==> config.mk <==
export PLATFORM = sky130hd
export DESIGN_NAME = dilc_lines
export DESIGN_NICKNAME = d
export VERILOG_FILES = /design/src/dilc_lines.sv
export SDC_FILE = /design/constraint.sdc
export NUM_CORES = 1
export LEC_CHECK = 0
export BUFFER_PORTS_ARGS = -buffer_cell sky130_fd_sc_hd__buf_4
export CORE_MARGIN = 2
export CORE_UTILIZATION = 39
export CTS_BUF_LIST = sky130_fd_sc_hd__clkbuf_8 sky130_fd_sc_hd__clkbuf_16
export DETAILED_ROUTE_END_ITERATION = 16
export PLACE_DENSITY = 0.88
export SETUP_SLACK_MARGIN = 0.05
export SLEW_MARGIN = 20
export SYNTH_ARGS = -nofsm -noshare
export SYNTH_HDL_FRONTEND = slang
export SYNTH_SLANG_ARGS = --single-unit
==> constraint.sdc <==
create_clock -name pclk -period 0.8 [get_ports pclk]
set_input_delay 0.16 -clock pclk [delete_from_list [all_inputs] [get_ports pclk]]
set_output_delay 0.16 -clock pclk [all_outputs]
set_load 0.005 [all_outputs]
==> src/dilc_lines.sv <==
// Model of the external input lines feeding the four ports
`timescale 1ns/100ps

module dilc_lines (
   // Clock, reset and levels to present
   input  wire logic            pclk,
   input  wire logic            presetn,
   input  wire logic [3:0][7:0] pat,
   // Lines into the checker
   output logic      [3:0][7:0] port_in
);
   // Lines take a new level just after a clock edge
   always_ff @(posedge pclk or negedge presetn) begin
      if (!presetn) port_in <= '0;
      else port_in <= pat;
   end
endmodule : dilc_lines

==> qor.yml, run 1 <==
timing:
  grt-worst-endpoint: "port_in[6]"
  worstEpCategory: "top-level output"
outcome:
  stop_stage: "global routing"
  error: "[ERROR DPL-0033] detailed placement checks failed during check placement."
  outcome: "did not finish"
die:
  initial_utilization_pct: 41.2
  rows: 16
  die_h_um: 49.3
  die_w_um: 49.3
  ioPinCount: 66
cts:
  cts_made_buffers: 5
  cts_setup_buffers: 0
  cts_buffer_depth: 2
  cts_num_sinks: 32
  clockRootBuffer: "clkbuf_8"
  cts_max_level: 2
synthesis:
  ys_seq_elements: 32
  synth_fp_nets: 66
  ys_types: 1
  netlist_area_um2: 801
  yosysWarnings: 0
  syn-instance-count: 32
  ys_seq_area_share_pct: 100
  avgSynthCellArea_um2: 25.0
grt:
  grt_max_degree: 33
  antenna_found_initial: 1
placement:
  io_buffer_count: 65
  routabilityCongestion: 0.648
[repair_timing]
action	in CTS
resized for setup	32
hold buffers	27
hold endpoints to repair	58
endpoints found under the setup margin	32
[synth_stat cells]
cell type	count	area (um2)
dfrtp_1	32	801
[kinds of logic after synthesis]
| logic type | Yosys count | synth area share [%] |
|---|---|---|
| DFF | 32 | 100 |
[through the flow]
| step | setup slack [ns] | cells | area, um2 | hold slack [ns] | setup TNS, ns |
|---|---|---|---|---|---|
| 2_1_floorplan | 0.291 | 32 | 801 | -0.136 | 0 |
| 3_3_place_gp | 0.170 | 124 | 1320 | 0.0993 | 0 |
| 3_5_place_dp | 0.159 | 124 | 1320 | 0.110 | 0 |
| 4_1_cts | -0.128 | 156 | 1780 | 0.000228 | -3.62 |
==> inputs of run 2 (changes only) <==
Settings changed: CORE_AREA set to 2 2 63 65, CORE_MARGIN 2 to not set, CORE_UTILIZATION 39 to not set, CTS_BUF_LIST sky130_fd_sc_hd__clkbuf_8 sky130_fd_sc_hd__clkbuf_16 to not set, DIE_AREA set to 0 0 65 67, PLACE_DENSITY 0.88 to not set, PLACE_DENSITY_LB_ADDON set to 0.15, SETUP_SLACK_MARGIN 0.05 to not set.
==> run 2 against run 1 <==
Compared with the run above:
- the flow now finishes, with violations (setup timing)
- synthesized cell count unchanged
- area after synthesis did not move
==> qor.yml, run 2 <==
synthesis:
  avgSynthCellArea_um2: 25.0  # unchanged
  syn-instance-count: 32  # unchanged
  yosys.area.top_type: "dfrtp_1"
  ys_seq_elements: 32  # unchanged
  netlist_area_um2: 801  # unchanged
  ys_seq_area_share_pct: 100  # unchanged
  netlist.area_leader.share_pct: 100  # unchanged
  ys_top_cells_by_count: "dfrtp_1"
  async_flop_share_pct: 100  # unchanged
  yosysWarnings: 0  # unchanged
  ys_top_cells_by_area: "dfrtp_1"
  synth_flop_cell: "dfrtp_1"
  synth_most_common_cell: "dfrtp_1"
  synth_fp_nets: 66  # unchanged
  synth-edff-count: 0  # unchanged
  ys_types: 1  # unchanged
timing:
  setup_slack_ns: -0.133
  period_needed_ns: 0.933
  worst_pin_slew_ns: 0.402
  finalCritPeriodShare_pct: 117
  grt_setup_unrepaired: "yes"
  finalSetupViolCount: 32
  relSlewSlack_pct: 73.2
  fmax_ghz: 1.07
  finalHoldViolCount: 0
  tns_ns: -3.93
  maxSlewViolCount: 0
finish:
  multi_input_gates: 0
  fillerInstances: 307
  final_area_um2: 1890
  regMostFlops: "port_in"
  layout.nets: 171
  post-route-util_pct: 52.5
  largest_reg_flops: 32
  layout_common_cells: "dlygate4sd3_1, buf_4, buf_6, dfrtp_1, clkbuf_8"
  final_layout_size_suffix_gt1_share_pct: 52.9
  multi_input_area_um2: 0
  synthToLayoutAreaGrowth_pct: 136
  finalNonFillerCells: 186
  top_regs: "port_in x32"
  antenna_cells: 0
critical_path:
  slowest_delay_ns: 0.38
  start_kind: "flip-flop"
  critPathCaptureType: "output port"
  crit_path_max_fanout: 1
  critPathSlowestCell: "dfrtp_1"
  path_cells: "buf_6"
  crit_type: "reg -> out"
  critical_path_buf_inv_count: 1
  cp_data_required_time_ns: 0.64
  cp.arrival_ns: 0.77
  cp_top_family: "flip-flops"
  startpoint: "port_in[10]$_DFF_PN0_"
power_and_ir_drop:
  ir_worst_vdd_mv: 0.983
  p_total_mw: 3.45
  powerDensity_nw_per_um2: 1820
  p_leak_nw: 0.914
cts:
  cts_setup_buffers: 0  # unchanged
  cts_tree: "yes"
  clockRootBuffer: "clkbuf_8"
  cts_buffer_depth: 2  # unchanged
  clk_pin_slew_worst_paths_ns: 0.06
  cts_made_buffers: 5  # unchanged
  cts_num_sinks: 32  # unchanged
  cts_max_level: 2  # unchanged
grt:
  grt_pass1_wl_um: 3570
  grt_pass1_vias: 779
  grt_max_degree: 33
  grt-ovfl-total: 0
  antenna_found_initial: 0
  track_usage_pct: 11.9
route:
  m1WireLength_um: 785
  highest_layer: "met4"
  drc: 0
  viasPerCell: 3.63
  drtPass1Iterations: 2
  routed_wl_um: 2260
  wl_met3_um: 186
  avgRoutedWirePerCell_um: 12.1
  ant_nets: 0
  vias: 676
  route.met2.wl_um: 1250
  drt_iter0_drc: 18
die:
  initial_utilization_pct: 22.2  # -19 points
  dieArea_um2: 4360
  die_h_um: 67  # +36%
  core-area_um2: 3610
  die_w_um: 65  # +32%
  ioPinCount: 66  # unchanged
  rows: 22  # +6
placement:
  placed_area_um2: 1350  # +2.0%
  routabilityCongestion: 0.638  # -1.5%
  io_buffer_count: 65  # unchanged
  dp_cells: 145  # +17%
worst_hold_path:
  hold_path.class: "in -> async"
outcome:
  outcome: "complete, but fails checks"
  violations: "setup timing"
job:
  cap_violations: 0
## run 2: cell counts after synthesis
Identical to the previous run, type by type.
## run 2: per-layer routing
layer  GRT usage, %  vias to the layer above
li1               -                      305
met1           11.1                      326
met2           20.5                       43
met3           5.74                        2
met4           7.98                        0
met5              0                        -
## run 2: kinds of logic (layout without fill, tap and decap cells)
| logic type | Yosys count | in the layout | share of synthesized area (%) |
|---|---|---|---|
| buffers and inverters | 0 | 106 | 0 |
| DFF | 32 | 32 | 100 |
## run 2: final timing paths
check	cells past startpoint	to
setup / recovery	1	port_in[10]
hold / removal	2	port_in[14]$_DFF_PN0_
max in group asynchronous	2	port_in[13]$_DFF_PN0_
min in group pclk	2	port_in[1]$_DFF_PN0_
## run 2: stage by stage
step / hold WS (ns) / worst slack [ns]
6_report: 0.362 / -0.133
5_1_grt: 0.379 / -0.181
4_1_cts: 0.374 / -0.152
3_5_place_dp: 0.127 / 0.153
3_3_place_gp: 0.113 / 0.159
2_1_floorplan: -0.136 / 0.291
## run 2: power breakdown
| part | internal (mW) | switching [mW] |
|---|---|---|
| Combinational | 0.350 | 0.120 |
| Sequential | 1.70 | 0.0383 |
| Clock | 0.685 | 0.554 |
| Total | 2.74 | 0.712 |
## run 2: repair_timing
item / CTS / global route
gates resized for setup: 32 / 0
setup endpoints to repair: 32 / 32
endpoints found under the hold margin: 64 / 0
hold buffers: 33 / 0
## run 2: final cells by class
class / count / area [um2] / area share (%)
sequential: 32 / 801 / 42.3
clock inverter: 2 / 10.0 / 0.529
clock buffer: 6 / 82.6 / 4.37
tap: 48 / 60.1 / 3.17
timing repair buffer: 98 / 938 / 49.6
Note: power is estimated with default switching activity, not from simulation.
